**config.mk**
```make
export PLATFORM = sky130hd
export DESIGN_NAME = mscp_top
export DESIGN_NICKNAME = d
export VERILOG_FILES = /design/src/verilog/mscp_sync.v /design/src/verilog/mscp_pat_match.v /design/src/verilog/mscp_top.v
export VERILOG_INCLUDE_DIRS = /design/src /design/src/verilog
export SDC_FILE = /design/constraint.sdc
export NUM_CORES = 1
export LEC_CHECK = 0
export ABC_AREA = 1
export BUFFER_PORTS_ARGS = -buffer_cell sky130_fd_sc_hd__buf_2
export CORE_MARGIN = 2
export CORE_UTILIZATION = 30
export DETAILED_ROUTE_END_ITERATION = 16
export SLEW_MARGIN = 40
export SYNTH_ARGS = -nofsm -noshare
export SYNTH_HDL_FRONTEND = slang
export SYNTH_SLANG_ARGS = --single-unit
```
**constraint.sdc**
```tcl
create_clock -name clk_i -period 5.3 [get_ports clk_i]
set_input_delay 0.265 -clock clk_i [delete_from_list [all_inputs] [get_ports clk_i]]
set_output_delay 0.265 -clock clk_i [all_outputs]
set_load 0.01 [all_outputs]
```
**src/verilog/mscp_regs.vh**
```
// Purpose: constants of the modem serial control port
// Assumes: 200 MHz system clock, 1200 bit/s modem rate
// Notes: register offsets are byte addresses on the AXI4-Lite bus
`ifndef MSCP_REGS_VH
`define MSCP_REGS_VH

// register offsets
`define MSCP_OFF_CTRL 8'h00
`define MSCP_OFF_STATUS 8'h04
`define MSCP_OFF_SHIFT 8'h08
`define MSCP_OFF_MODE_PAT 8'h0c
`define MSCP_OFF_FRAME_PAT 8'h10
`define MSCP_OFF_INT_STAT 8'h14
`define MSCP_OFF_INT_MASK 8'h18

// control fields
`define MSCP_CTRL_TX_EN 0
`define MSCP_CTRL_RST_VAL 32'h0000_0001
`define MSCP_CTRL_TX_EN_RST 1'b1

// status fields
`define MSCP_ST_FRAME 0
`define MSCP_ST_MODE_MATCH 1
`define MSCP_ST_TEST 2
`define MSCP_ST_SEL 3
`define MSCP_ST_TX_EN 4

// interrupt events
`define MSCP_EV_COMMIT 0
`define MSCP_EV_FRAME 1
`define MSCP_EV_TX_BIT 2
`define MSCP_EV_RX_BIT 3
`define MSCP_EV_W 4

// bus answers
`define MSCP_RESP_OKAY 2'b00
`define MSCP_RESP_SLVERR 2'b10

// timing
`define MSCP_CLK_HZ 200000000
`define MSCP_BAUD 1200
`define MSCP_HALF_BIT (`MSCP_CLK_HZ / (`MSCP_BAUD * 2))

`endif

```
**src/verilog/mscp_sync.v**
```verilog
// Purpose: two-flop synchroniser for a group of pin inputs
// Assumes: inputs are asynchronous to clk_i
// Notes: per-bit reset value lets pulled-up pins read high after reset
`timescale 1ns/1ps
module mscp_sync #(
  parameter W = 1,
  parameter [W-1:0] RST_VAL = {W{1'b0}}
) (
  // clock and reset
  input wire clk_i,
  input wire rst_n_i,
  // data
  input wire [W-1:0] d_i,
  output wire [W-1:0] q_o
);
  reg [W-1:0] meta_q;
  reg [W-1:0] sync_q;

  always @(posedge clk_i or negedge rst_n_i) begin
    if (!rst_n_i) begin
      meta_q <= RST_VAL;
      sync_q <= RST_VAL;
    end else begin
      meta_q <= d_i;
      sync_q <= meta_q;
    end
  end

  assign q_o = sync_q;
endmodule // mscp_sync

```
**src/verilog/mscp_pat_match.v**
```verilog
// Purpose: compares the received bit stream with a programmed pattern
// Assumes: bit_en_i is a one-cycle pulse per received bit
// Notes: no match is reported until a full pattern of bits has arrived
`timescale 1ns/1ps
module mscp_pat_match #(
  parameter PAT_W = 16
) (
  // clock and reset
  input wire clk_i,
  input wire rst_n_i,
  // stream
  input wire bit_en_i,
  input wire bit_i,
  input wire [PAT_W-1:0] pattern_i,
  // result
  output wire match_o
);
  reg [PAT_W-1:0] hist_q;
  reg [PAT_W:0] fill_q;

  // fill_q is a one-hot run that marks how many bits were seen
  always @(posedge clk_i or negedge rst_n_i) begin
    if (!rst_n_i) begin
      hist_q <= {PAT_W{1'b0}};
      fill_q <= {{PAT_W{1'b0}}, 1'b1};
    end else if (bit_en_i) begin
      hist_q <= {hist_q[PAT_W-2:0], bit_i};
      if (!fill_q[PAT_W]) begin
        fill_q <= {fill_q[PAT_W-1:0], 1'b0};
      end
    end
  end

  assign match_o = fill_q[PAT_W] && (hist_q == pattern_i);
endmodule // mscp_pat_match

```
**src/verilog/mscp_top.v**
```verilog
// Purpose: serial control port and bit timing of an MSK modem
// Assumes: pins asynchronous to clk_i; rx_demod_bit_i comes from clk_i logic
// Notes: registers on AXI4-Lite; pull-ups are pad cells, modelled as
//   reset values of the pin synchronisers
`timescale 1ns/1ps
`include "mscp_regs.vh"
module mscp_top #(
  parameter PAT_W = 16,
  parameter [PAT_W-1:0] INIT_MODE_PAT = {PAT_W{1'b0}},
  parameter [PAT_W-1:0] INIT_FRAME_PAT = {PAT_W{1'b0}},
  parameter HALF_BIT = `MSCP_HALF_BIT
) (
  // clock and reset
  input wire clk_i,
  input wire rst_n_i,
  // serial control pins
  input wire ctrl_shift_clock_i,
  input wire ctrl_serial_data_i,
  input wire serial_word_strobe_i,
  input wire pattern_test_mode_i,
  input wire pattern_select_i,
  output wire pattern_check_o,
  // frame detection
  input wire frame_flag_clear_n_i,
  output wire frame_detect_flag_o,
  // modem data
  input wire tx_bit_input_i,
  input wire tx_enable_i,
  output wire tx_bit_clock_o,
  output wire tx_mod_data_o,
  input wire rx_demod_bit_i,
  output wire rx_bit_clock_o,
  output wire rx_data_o,
  // axi4-lite write
  input wire [7:0] s_axi_awaddr,
  input wire s_axi_awvalid,
  output wire s_axi_awready,
  input wire [31:0] s_axi_wdata,
  input wire [3:0] s_axi_wstrb,
  input wire s_axi_wvalid,
  output wire s_axi_wready,
  output wire [1:0] s_axi_bresp,
  output wire s_axi_bvalid,
  input wire s_axi_bready,
  // axi4-lite read
  input wire [7:0] s_axi_araddr,
  input wire s_axi_arvalid,
  output wire s_axi_arready,
  output wire [31:0] s_axi_rdata,
  output wire [1:0] s_axi_rresp,
  output wire s_axi_rvalid,
  input wire s_axi_rready,
  // interrupt
  output wire irq_o
);
  localparam CNT_W = 18;
  // counter width limits HALF_BIT to 2**18 cycles
  localparam integer HALF_LAST_I = HALF_BIT - 1;
  localparam [CNT_W-1:0] HALF_LAST = HALF_LAST_I[CNT_W-1:0];

  // decode a byte address to a register index, 7 means unmapped
  function [2:0] reg_index;
    input [7:0] addr;
    begin
      if (addr == `MSCP_OFF_CTRL) begin
        reg_index = 3'd0;
      end else if (addr == `MSCP_OFF_STATUS) begin
        reg_index = 3'd1;
      end else if (addr == `MSCP_OFF_SHIFT) begin
        reg_index = 3'd2;
      end else if (addr == `MSCP_OFF_MODE_PAT) begin
        reg_index = 3'd3;
      end else if (addr == `MSCP_OFF_FRAME_PAT) begin
        reg_index = 3'd4;
      end else if (addr == `MSCP_OFF_INT_STAT) begin
        reg_index = 3'd5;
      end else if (addr == `MSCP_OFF_INT_MASK) begin
        reg_index = 3'd6;
      end else begin
        reg_index = 3'd7;
      end
    end
  endfunction

  // reset release through two flops
  reg rst_meta_q;
  reg rst_sync_q;
  wire rst_n;

  always @(posedge clk_i or negedge rst_n_i) begin
    if (!rst_n_i) begin
      rst_meta_q <= 1'b0;
      rst_sync_q <= 1'b0;
    end else begin
      rst_meta_q <= 1'b1;
      rst_sync_q <= rst_meta_q;
    end
  end
  assign rst_n = rst_sync_q;

  // pin synchronisers; test and clear pins idle high like their pull-ups
  wire [6:0] pins_s;

  mscp_sync #(
    .W(7),
    .RST_VAL(7'h18)
  ) u_sync (
    .clk_i(clk_i),
    .rst_n_i(rst_n),
    .d_i({tx_bit_input_i, pattern_select_i, frame_flag_clear_n_i, pattern_test_mode_i,
      serial_word_strobe_i, ctrl_serial_data_i, ctrl_shift_clock_i}),
    .q_o(pins_s)
  );
  wire sck_s = pins_s[0];
  wire sdi_s = pins_s[1];
  wire stb_s = pins_s[2];
  wire test_s = pins_s[3];
  wire fclr_n_s = pins_s[4];
  wire sel_s = pins_s[5];
  wire txd_s = pins_s[6];

  // edge finders on synchronised shift clock and strobe
  reg sck_prev_q;
  reg stb_prev_q;
  wire sck_rise = sck_s && !sck_prev_q;
  wire stb_rise = stb_s && !stb_prev_q;

  // control shift register and committed patterns
  reg [PAT_W-1:0] shift_q;
  reg [PAT_W-1:0] mode_pat_q;
  reg [PAT_W-1:0] frame_pat_q;
  reg check_q;

  always @(posedge clk_i or negedge rst_n) begin
    if (!rst_n) begin
      sck_prev_q <= 1'b0;
      stb_prev_q <= 1'b0;
      shift_q <= {PAT_W{1'b0}};
      mode_pat_q <= INIT_MODE_PAT;
      frame_pat_q <= INIT_FRAME_PAT;
      check_q <= 1'b0;
    end else begin
      sck_prev_q <= sck_s;
      stb_prev_q <= stb_s;
      if (sck_rise) begin
        if (test_s) begin
          shift_q <= {shift_q[PAT_W-2:0], sdi_s};
          check_q <= shift_q[PAT_W-1];
        end else begin
          shift_q <= sel_s ? frame_pat_q : mode_pat_q;
        end
      end
      // strobe is meant to come with the shift clock idle
      if (stb_rise) begin
        if (sel_s) begin
          frame_pat_q <= shift_q;
        end else begin
          mode_pat_q <= shift_q;
        end
      end
    end
  end

  // bit-rate dividers: one tick per half bit and one bit enable per full bit for each direction
  reg [CNT_W-1:0] tx_cnt_q;
  reg [CNT_W-1:0] rx_cnt_q;
  reg tx_clk_q;
  reg rx_clk_q;
  wire tx_half = (tx_cnt_q == HALF_LAST);
  wire rx_half = (rx_cnt_q == HALF_LAST);
  wire tx_bit_en = tx_half && !tx_clk_q;
  wire rx_bit_en = rx_half && !rx_clk_q;

  // transmit and receive data
  reg tx_bit_q;
  reg tx_mod_q;
  reg rx_data_q;
  reg ctrl_tx_en_q;

  always @(posedge clk_i or negedge rst_n) begin
    if (!rst_n) begin
      tx_cnt_q <= {CNT_W{1'b0}};
      rx_cnt_q <= {CNT_W{1'b0}};
      tx_clk_q <= 1'b0;
      rx_clk_q <= 1'b0;
      tx_bit_q <= 1'b0;
      tx_mod_q <= 1'b0;
      rx_data_q <= 1'b0;
    end else begin
      tx_cnt_q <= tx_half ? {CNT_W{1'b0}} : tx_cnt_q + 1'b1;
      rx_cnt_q <= rx_half ? {CNT_W{1'b0}} : rx_cnt_q + 1'b1;
      if (tx_half) begin
        tx_clk_q <= !tx_clk_q;
      end
      if (rx_half) begin
        rx_clk_q <= !rx_clk_q;
      end
      if (tx_bit_en) begin
        tx_bit_q <= txd_s;
      end
      if (rx_bit_en) begin
        rx_data_q <= rx_demod_bit_i;
      end
      // muting is immediate, not waiting for a bit boundary
      tx_mod_q <= tx_enable_i && ctrl_tx_en_q && tx_bit_q;
    end
  end

  // pattern comparison on the received stream
  wire pat_match;
  reg match_prev_q;
  reg frame_q;
  wire frame_hit = pat_match && sel_s && !match_prev_q;

  mscp_pat_match #(
    .PAT_W(PAT_W)
  ) u_match (
    .clk_i(clk_i),
    .rst_n_i(rst_n),
    .bit_en_i(rx_bit_en),
    .bit_i(rx_demod_bit_i),
    .pattern_i(sel_s ? frame_pat_q : mode_pat_q),
    .match_o(pat_match)
  );

  // clear wins over a match in the same cycle, as the pin forces low
  always @(posedge clk_i or negedge rst_n) begin
    if (!rst_n) begin
      frame_q <= 1'b0;
      match_prev_q <= 1'b0;
    end else begin
      match_prev_q <= pat_match && sel_s;
      if (!fclr_n_s) begin
        frame_q <= 1'b0;
      end else if (pat_match && sel_s) begin
        frame_q <= 1'b1;
      end
    end
  end

  // register file state
  reg [`MSCP_EV_W-1:0] int_stat_q;
  reg [`MSCP_EV_W-1:0] int_mask_q;
  reg irq_q;
  wire [`MSCP_EV_W-1:0] events;
  assign events = {rx_bit_en, tx_bit_en, frame_hit && fclr_n_s, stb_rise};

  // axi write path
  reg awready_q;
  reg wready_q;
  reg bvalid_q;
  reg [1:0] bresp_q;
  reg aw_have_q;
  reg w_have_q;
  reg [7:0] awaddr_q;
  reg [31:0] wdata_q;
  reg [3:0] wstrb_q;
  wire do_write = aw_have_q && w_have_q && !bvalid_q;
  wire [2:0] widx = reg_index(awaddr_q);
  wire [31:0] wmask = {{8{wstrb_q[3]}}, {8{wstrb_q[2]}}, {8{wstrb_q[1]}}, {8{wstrb_q[0]}}};
  wire [31:0] wbits = wdata_q & wmask;
  reg [`MSCP_EV_W-1:0] int_clr;

  always @* begin
    int_clr = {`MSCP_EV_W{1'b0}};
    if (do_write && widx == 3'd5) begin
      int_clr = wbits[`MSCP_EV_W-1:0];
    end
  end

  always @(posedge clk_i or negedge rst_n) begin
    if (!rst_n) begin
      awready_q <= 1'b1;
      wready_q <= 1'b1;
      bvalid_q <= 1'b0;
      bresp_q <= `MSCP_RESP_OKAY;
      aw_have_q <= 1'b0;
      w_have_q <= 1'b0;
      awaddr_q <= 8'h00;
      wdata_q <= 32'h0000_0000;
      wstrb_q <= 4'h0;
      ctrl_tx_en_q <= `MSCP_CTRL_TX_EN_RST;
      int_mask_q <= {`MSCP_EV_W{1'b0}};
    end else begin
      if (s_axi_awvalid && awready_q) begin
        awaddr_q <= s_axi_awaddr;
        aw_have_q <= 1'b1;
        awready_q <= 1'b0;
      end
      if (s_axi_wvalid && wready_q) begin
        wdata_q <= s_axi_wdata;
        wstrb_q <= s_axi_wstrb;
        w_have_q <= 1'b1;
        wready_q <= 1'b0;
      end
      if (do_write) begin
        aw_have_q <= 1'b0;
        w_have_q <= 1'b0;
        bvalid_q <= 1'b1;
        bresp_q <= (widx == 3'd7) ? `MSCP_RESP_SLVERR : `MSCP_RESP_OKAY;
        if (widx == 3'd0 && wstrb_q[0]) begin
          ctrl_tx_en_q <= wdata_q[`MSCP_CTRL_TX_EN];
        end else if (widx == 3'd6 && wstrb_q[0]) begin
          int_mask_q <= wdata_q[`MSCP_EV_W-1:0];
        end
      end
      if (bvalid_q && s_axi_bready) begin
        bvalid_q <= 1'b0;
        awready_q <= 1'b1;
        wready_q <= 1'b1;
      end
    end
  end

  // sticky events: a new event beats a write-one-to-clear
  always @(posedge clk_i or negedge rst_n) begin
    if (!rst_n) begin
      int_stat_q <= {`MSCP_EV_W{1'b0}};
      irq_q <= 1'b0;
    end else begin
      int_stat_q <= (int_stat_q & ~int_clr) | events;
      irq_q <= |(((int_stat_q & ~int_clr) | events) & int_mask_q);
    end
  end

  // axi read path
  reg arready_q;
  reg rvalid_q;
  reg [1:0] rresp_q;
  reg [31:0] rdata_q;
  reg [31:0] rd_val;
  wire [2:0] ridx = reg_index(s_axi_araddr);

  always @* begin
    rd_val = 32'h0000_0000;
    case (ridx)
      3'd0: rd_val[`MSCP_CTRL_TX_EN] = ctrl_tx_en_q;
      3'd1: begin
        rd_val[`MSCP_ST_FRAME] = frame_q;
        rd_val[`MSCP_ST_MODE_MATCH] = pat_match && !sel_s;
        rd_val[`MSCP_ST_TEST] = test_s;
        rd_val[`MSCP_ST_SEL] = sel_s;
        rd_val[`MSCP_ST_TX_EN] = tx_enable_i;
      end
      3'd2: rd_val[PAT_W-1:0] = shift_q;
      3'd3: rd_val[PAT_W-1:0] = mode_pat_q;
      3'd4: rd_val[PAT_W-1:0] = frame_pat_q;
      3'd5: rd_val[`MSCP_EV_W-1:0] = int_stat_q;
      3'd6: rd_val[`MSCP_EV_W-1:0] = int_mask_q;
      default: rd_val = 32'h0000_0000;
    endcase
  end

  always @(posedge clk_i or negedge rst_n) begin
    if (!rst_n) begin
      arready_q <= 1'b1;
      rvalid_q <= 1'b0;
      rresp_q <= `MSCP_RESP_OKAY;
      rdata_q <= 32'h0000_0000;
    end else begin
      if (s_axi_arvalid && arready_q) begin
        arready_q <= 1'b0;
        rvalid_q <= 1'b1;
        rdata_q <= rd_val;
        rresp_q <= (ridx == 3'd7) ? `MSCP_RESP_SLVERR : `MSCP_RESP_OKAY;
      end
      if (rvalid_q && s_axi_rready) begin
        rvalid_q <= 1'b0;
        arready_q <= 1'b1;
      end
    end
  end

  // outputs
  assign pattern_check_o = check_q;
  assign frame_detect_flag_o = frame_q;
  assign tx_bit_clock_o = tx_clk_q;
  assign tx_mod_data_o = tx_mod_q;
  assign rx_bit_clock_o = rx_clk_q;
  assign rx_data_o = rx_data_q;
  assign s_axi_awready = awready_q;
  assign s_axi_wready = wready_q;
  assign s_axi_bvalid = bvalid_q;
  assign s_axi_bresp = bresp_q;
  assign s_axi_arready = arready_q;
  assign s_axi_rvalid = rvalid_q;
  assign s_axi_rresp = rresp_q;
  assign s_axi_rdata = rdata_q;
  assign irq_o = irq_q;
endmodule // mscp_top

```
[After elaboration in Yosys (flattened, before gate mapping)]
Cells that the tools add are included.
Storage, ports and cells
  output and inout bits: 48
  memories: 0
  latch bits: 0
  bits in writable memories: 0
  bits in registers: 193
  logic and storage cells: 162
  bits in read-only memories: 0
  input bits: 68
Operators by class
  eq/ne operators: 26
  divide/modulo/power cells: 0
  $add $sub $neg: 2
  order comparisons: 0
  bitwise gates (word level): 8
  shift-type cells: 0
  reductions and logical operators: 45
  multiplexer cells: 42
  $mul: 0
Operators with widths (number)
  == test 8 x 5 -> 1 bit, second input constant: 6
  adder 18 x 1 -> 18 bit, second input constant: 2
  == test 18 x 17 -> 1 bit, second input constant: 2
  2-to-1 mux 18 bit: 2
  one-hot mux 11 bit (3 select lines): 1
  == test 8 x 4 -> 1 bit, second input constant: 4
  2-to-1 mux 16 bit: 2
  2-to-1 mux 3 bit: 8
  == test 3 bit, second input constant: 7
  logical AND 1 bit: 21
  2-to-1 mux 1 bit: 18
  one-hot mux 3 bit (6 select lines): 1
  2-to-1 mux 17 bit: 1
  == test 16 bit: 1
  == test 8 x 3 -> 1 bit, second input constant: 2
  logical NOT 8 bit: 2
  bitwise AND 4 bit: 3
  2-to-1 mux 2 bit: 6
  nonzero test 2 bit: 6
  AND reduction 2 bit: 5
  logical NOT 1 bit: 7
  one-hot mux 1 bit (7 select lines): 1
  == test 3 x 2 -> 1 bit, second input constant: 2
  logical NOT 3 bit: 2
  9 further kinds: 11

[Logic depth before layout (Yosys ltp)]
  depth in word-level cells: 16
  mapped depth: 15
  gate-level depth less buffers: 13

[By module]
From an unflattened synthesis, not the netlist that was laid out.
Unflattened totals
  cells, all modules: 1115
  area, all modules: 9047.4 um^2
By module, submodules not included
  mscp_top: area each 7210.7 um^2, cells an instance 917, sequential area each 3608.5 um^2, times used 1
  mscp_pat_match: area each 1481.4 um^2, cells an instance 184, sequential area each 827.0 um^2, times used 1
  mscp_sync: area each 355.3 um^2, cells an instance 14, sequential area each 355.3 um^2, times used 1

[Least setup slack after synthesis]
Ideal clock, no wire load.
  kind: reg2reg
  start: reg rx_cnt_q[0]
  end: reg u_match.fill_q[10]
  buffers on the path: 1
  arrival time: 1.529 ns
  cell stages (with the launch flop): 10
  required time: 5.175 ns
  library setup time: 0.125 ns
  setup slack: 3.645 ns
  clock period less this slack: 1.655 ns
  cell sequence: dfrtp_1 inv_1 ha_1 nand4_1 nor2_1 nand2_2 clkinv_2 nand3_4 buf_6 mux2_4
Between the ends
  word-level cells in the longest chain between the ends: 3
Ends and longest elaborated chain
  start: declaration: RTL line mscp_top.v:166  | reg [CNT_W-1:0] rx_cnt_q;
  start signal: assignment: RTL line mscp_top.v:183  | rx_cnt_q <= {CNT_W{1'b0}};
  start signal: assignment: RTL line mscp_top.v:191  | rx_cnt_q <= rx_half ? {CNT_W{1'b0}} : rx_cnt_q + 1'b1;
  == test 18 x 17 -> 1 bit: RTL line mscp_top.v:170  | wire rx_half = (rx_cnt_q == HALF_LAST);
  logical AND 1 bit: RTL line mscp_top.v:172  | wire rx_bit_en = rx_half && !rx_clk_q;
  AND reduction 2 bit (no source line)
  end signal: assignment: RTL line mscp_pat_match.v:25  | fill_q <= {{PAT_W{1'b0}}, 1'b1};
  end signal: assignment: RTL line mscp_pat_match.v:29  | fill_q <= {fill_q[PAT_W-1:0], 1'b0};
  end: declaration: RTL line mscp_pat_match.v:19  | reg [PAT_W:0] fill_q;
Every way passes these cells.
A chain may end at the register's enable or synchronous reset.

[Final worst setup path]
  start: reg u_sync.sync_q[5], in the netlist u_sync.q_o[5]
  end: reg irq_q, in the netlist irq_o
Between the ends
  word-level cells in the longest chain between the ends: 9
Ends and longest elaborated chain
  start: declaration: RTL line mscp_sync.v:17  | reg [W-1:0] sync_q;
  start signal: assignment: RTL line mscp_sync.v:25  | sync_q <= meta_q;
  2-to-1 mux 16 bit: RTL line mscp_top.v:222  | .pattern_i(sel_s ? frame_pat_q : mode_pat_q),
  == test 16 bit: RTL line mscp_pat_match.v:34  | assign match_o = fill_q[PAT_W] && (hist_q == pattern_i);
  logical AND 1 bit: RTL line mscp_pat_match.v:34
  logical AND 1 bit (*) (2 in series): RTL line mscp_top.v:213  | wire frame_hit = pat_match && sel_s && !match_prev_q;
  logical AND 1 bit (*): RTL line mscp_top.v:246  | assign events = {rx_bit_en, tx_bit_en, frame_hit && fclr_n_s, stb_rise};
  bitwise OR 4 bit (*): RTL line mscp_top.v:322  | irq_q <= |(((int_stat_q & ~int_clr) | events) & int_mask_q);
  bitwise AND 4 bit (*): RTL line mscp_top.v:322
  OR reduction 4 bit (*): RTL line mscp_top.v:322
  end signal: assignment: RTL line mscp_top.v:322
  end: declaration: RTL line mscp_top.v:244  | reg irq_q;
Every way passes the cells marked *; elsewhere a longest branch is shown, timed or not.

==> flow_metrics.tcl <==
set metrics [dict create \
    yosysTopAreaCell "dfrtp_1" \
    ys_async_sr_fraction_pct 100 \
    post_cts_buffers 0 \
    synth_cell_types 49 \
    fin_nets 1189 \
    synth_seq_cells 190 \
    cp_max_fo 26 \
    grt_pass1_wl_um 34400 \
    worst-slew-pin-transition_ps 770 \
    worstSetupStartpointType "flop" \
    drcViolationCount 0 \
    r2r_end "irq_o" \
    arrival_ps 2440 \
    layout-drive-gt1-share_pct 13.7 \
    finalSetupViolCount 0 \
    cts_tree "done" \
    synthCells 1036 \
    die_h_um 176 \
    numPortBuffers 66 \
    synth_commonest_cells "242 x nand2_1, 181 x dfrtp_1, 155 x inv_1" \
    synth.top_cell.area_share_pct 51.1 \
    rsz0062_at_grt "no" \
    peakVddDrop_v 0.000213 \
    coreArea_mm2 0.0289 \
    grt_antenna_before_repair 1 \
    clk_path_buf_depth 2 \
    start_util_pct 30.6 \
    fin_skew_ps 20.1 \
    vias 6882 \
    die_area_mm2 0.0309 \
    synth_edf_count 0 \
    routabilityCongestion 0.825 \
    p_int_mw 2.53 \
    synth_area_leaders "dfrtp_1 51%, nand2_1 10%, inv_1 6.6%" \
    postPlaceCellArea_mm2 0.00957 \
    clk_latency_ps 440 \
    relSlewSlack_pct 48.5 \
    clock_sinks 190 \
    post-dp-hpwl_um 14400 \
    detail-route-antenna-nets 0 \
    grt_max_degree 90 \
    synth_area_per_cell_um2 8.56 \
    hold_start "s_axi_awaddr[0]" \
    drt-initial-drc-count 479 \
    first_pass_iters 5 \
    finalCriticalPeriod_ps 2070 \
    ctsHtreeMaxLevel 4 \
    yosys_warnings 0 \
    switchingPower_mw 1.14 \
    slew_viol_final 0 \
    cts_resized 0 \
    power.density_mw_per_mm2 356 \
    max_freq_mhz 483 \
    hold_viol_final 0 \
    crit_type "reg -> reg" \
    synth_seq_area_share_pct 53.8 \
    cts_root_buffer "clkbuf_16" \
    cts.clk_slew.worst_paths_ps 80 \
    avgViaCountPerCell 4.54 \
    first_global_vias 6643 \
    multi_input_area_mm2 0.00331 \
    area_delta_synth_final_pct 16.0 \
    setup_tns_ps 0 \
    hold_class "in -> reg" \
    ff2ff_path_depth 14 \
    die_w_um 176 \
    hold_path_end "awaddr_q[0]" \
    cp.required_ps 5670 \
    cap_violations 0 \
    rrSetupSlack_ps 3230 \
    synth_most_common_cell "nand2_1" \
    fin_crit_sh_pct 39.1 \
    cts_buffers 17 \
    combinationalPowerShare_pct 15.5 \
    reg2reg_from "u_sync.q_o[5]" \
    finalInstanceArea_mm2 0.0103 \
    grt_use_total_pct 14.0 \
    fill_cells 2979 \
    grt.overflow.total 0 \
    routed_wl_um 20500 \
    endpoint_kind "flop" \
    p_leak_nw 5.07 \
    min_path_cells 3 \
    ys.flop_type "dfrtp_1" \
    ioPinCount 116 \
    wl_per_cell_um 13.6 \
    sw_frac_of_total_pct 31.0 \
    seq_area_mm2 0.00477 \
    rows 62 \
    syn_area_mm2 0.00886 \
    power_frac_seq_pct 48.9 \
    status "finished clean" \
    power_frac_clock_pct 35.6 \
]
-- registers in the layout, summed over array words and instances, names as in the netlist, 4 cells and up --
register / count
u_match.fill_q: 17
u_match.hist_q: 16
u_sync.meta_q: 7
wdata_q: 4
tx_cnt_q: 18
int_stat_q: 4
mode_pat_q: 16
u_sync.q_o: 7
rx_cnt_q: 18
s_axi_rdata: 16
shift_q: 16
int_mask_q: 4
awaddr_q: 8
frame_pat_q: 16
-- through the flow --
step	hold WS, ps	std cells	utilization [%]	total power, mW	setup slack [ps]
2_1_floorplan	-30.6	1053	-	2.19	2170
3_3_place_gp	52.7	1470	33.0	2.36	2860
3_5_place_dp	52.7	1471	33.1	2.38	2870
4_1_cts	6.72	1514	35.5	3.71	3190
5_1_grt	13.4	1515	35.5	3.89	3000
6_report	23.4	1515	35.5	3.66	3230
-- area by class of cell --
class,count,share of cell area [%]
well taps,384,4.67
diodes,1,0.0243
inverters,161,5.91
repair buffers,84,5.04
clock buffers,17,4.14
clock inverters,15,1.68
flip-flops and latches,190,46.4
multi-input cells,663,32.2
-- cell usage in the layout, fill, tap and decap left out, types with 3 or more instances in the layout --
cell / count
nand2_1: 241
dfrtp_1: 180
inv_1: 155
o21ai_0: 93
nor2_1: 85
buf_2: 66
nand3_1: 54
a21oi_1: 37
nand4_1: 22
conb_1: 19
clkbuf_16: 17
o221ai_1: 16
nor3_1: 11
o22ai_1: 11
dlygate4sd3_1: 11
mux2_4: 9
dfstp_2: 9
xor2_1: 7
mux2_2: 7
nand2_2: 6
nor4_1: 5
xnor2_1: 5
buf_4: 5
ha_1: 4
inv_8: 4
inv_2: 3
o21ai_1: 3
nor2_2: 3
nand3_2: 3
nor3_2: 3
inv_6: 3
clkinv_4: 3
-- power groups by stage --
stage	Sequential [mW]	Clock [mW]	Combinational [mW]
floorplan	1.81	0	0.378
global placement	1.81	0	0.548
detailed placement	1.82	0	0.566
CTS	1.79	1.34	0.576
global route	1.81	1.41	0.664
finish	1.79	1.30	0.569
-- critical path, stage by stage, from the launching register on --
cell     delay [ps]
dfrtp_1         370
buf_4           240
inv_4           250
nand2_1         110
nand3_1          80
nand2_1          50
nor2_1          170
nand2_1          90
inv_1            90
nand3_2          90
nor2_2          130
nand3_1         100
nand2_1          90
nand2_1          50
nand2_1          70
-- how the worst max path moves through the flow --
stage	from	to	depth (start not counted)
final	u_sync.q_o[5]	irq_o	14
after detailed placement	s_axi_araddr[5]	s_axi_rdata[0]	10
after global placement	s_axi_araddr[0]	s_axi_rdata[0]	10
after floorplan	rst_n	aw_have_q	0
after CTS	u_sync.q_o[5]	irq_o	14
after global routing	u_sync.q_o[5]	irq_o	14
-- routing by layer --
layer / global-route usage (%) / wire length (um)
met1: 19.4 / 10000
met3: 3.25 / 942
met2: 21.9 / 9210
met5: 0 / 0
met4: 4.27 / 357
-- repair_timing --
item	4_1_cts	5_1_grt
endpoints found under the hold margin	12	0
endpoints found under the setup margin	0	0
hold buffers	11	0
-- cell families (layout without fill, tap and decap cells) --
kind of cell	count (synthesis)	count (layout)	synth area share (%)
muxes	16	16	2.41
and+or+nand+nor	441	441	21.4
other	2	20	0.0847
adders and majority gates	4	4	0.565
xor gates and xnor gates	12	12	1.19
AOI/OAI and AO/OA	171	171	10.8
DFF	190	190	53.8
buffers and inverters	200	277	9.73
Note: power is estimated with default switching activity, not from simulation.
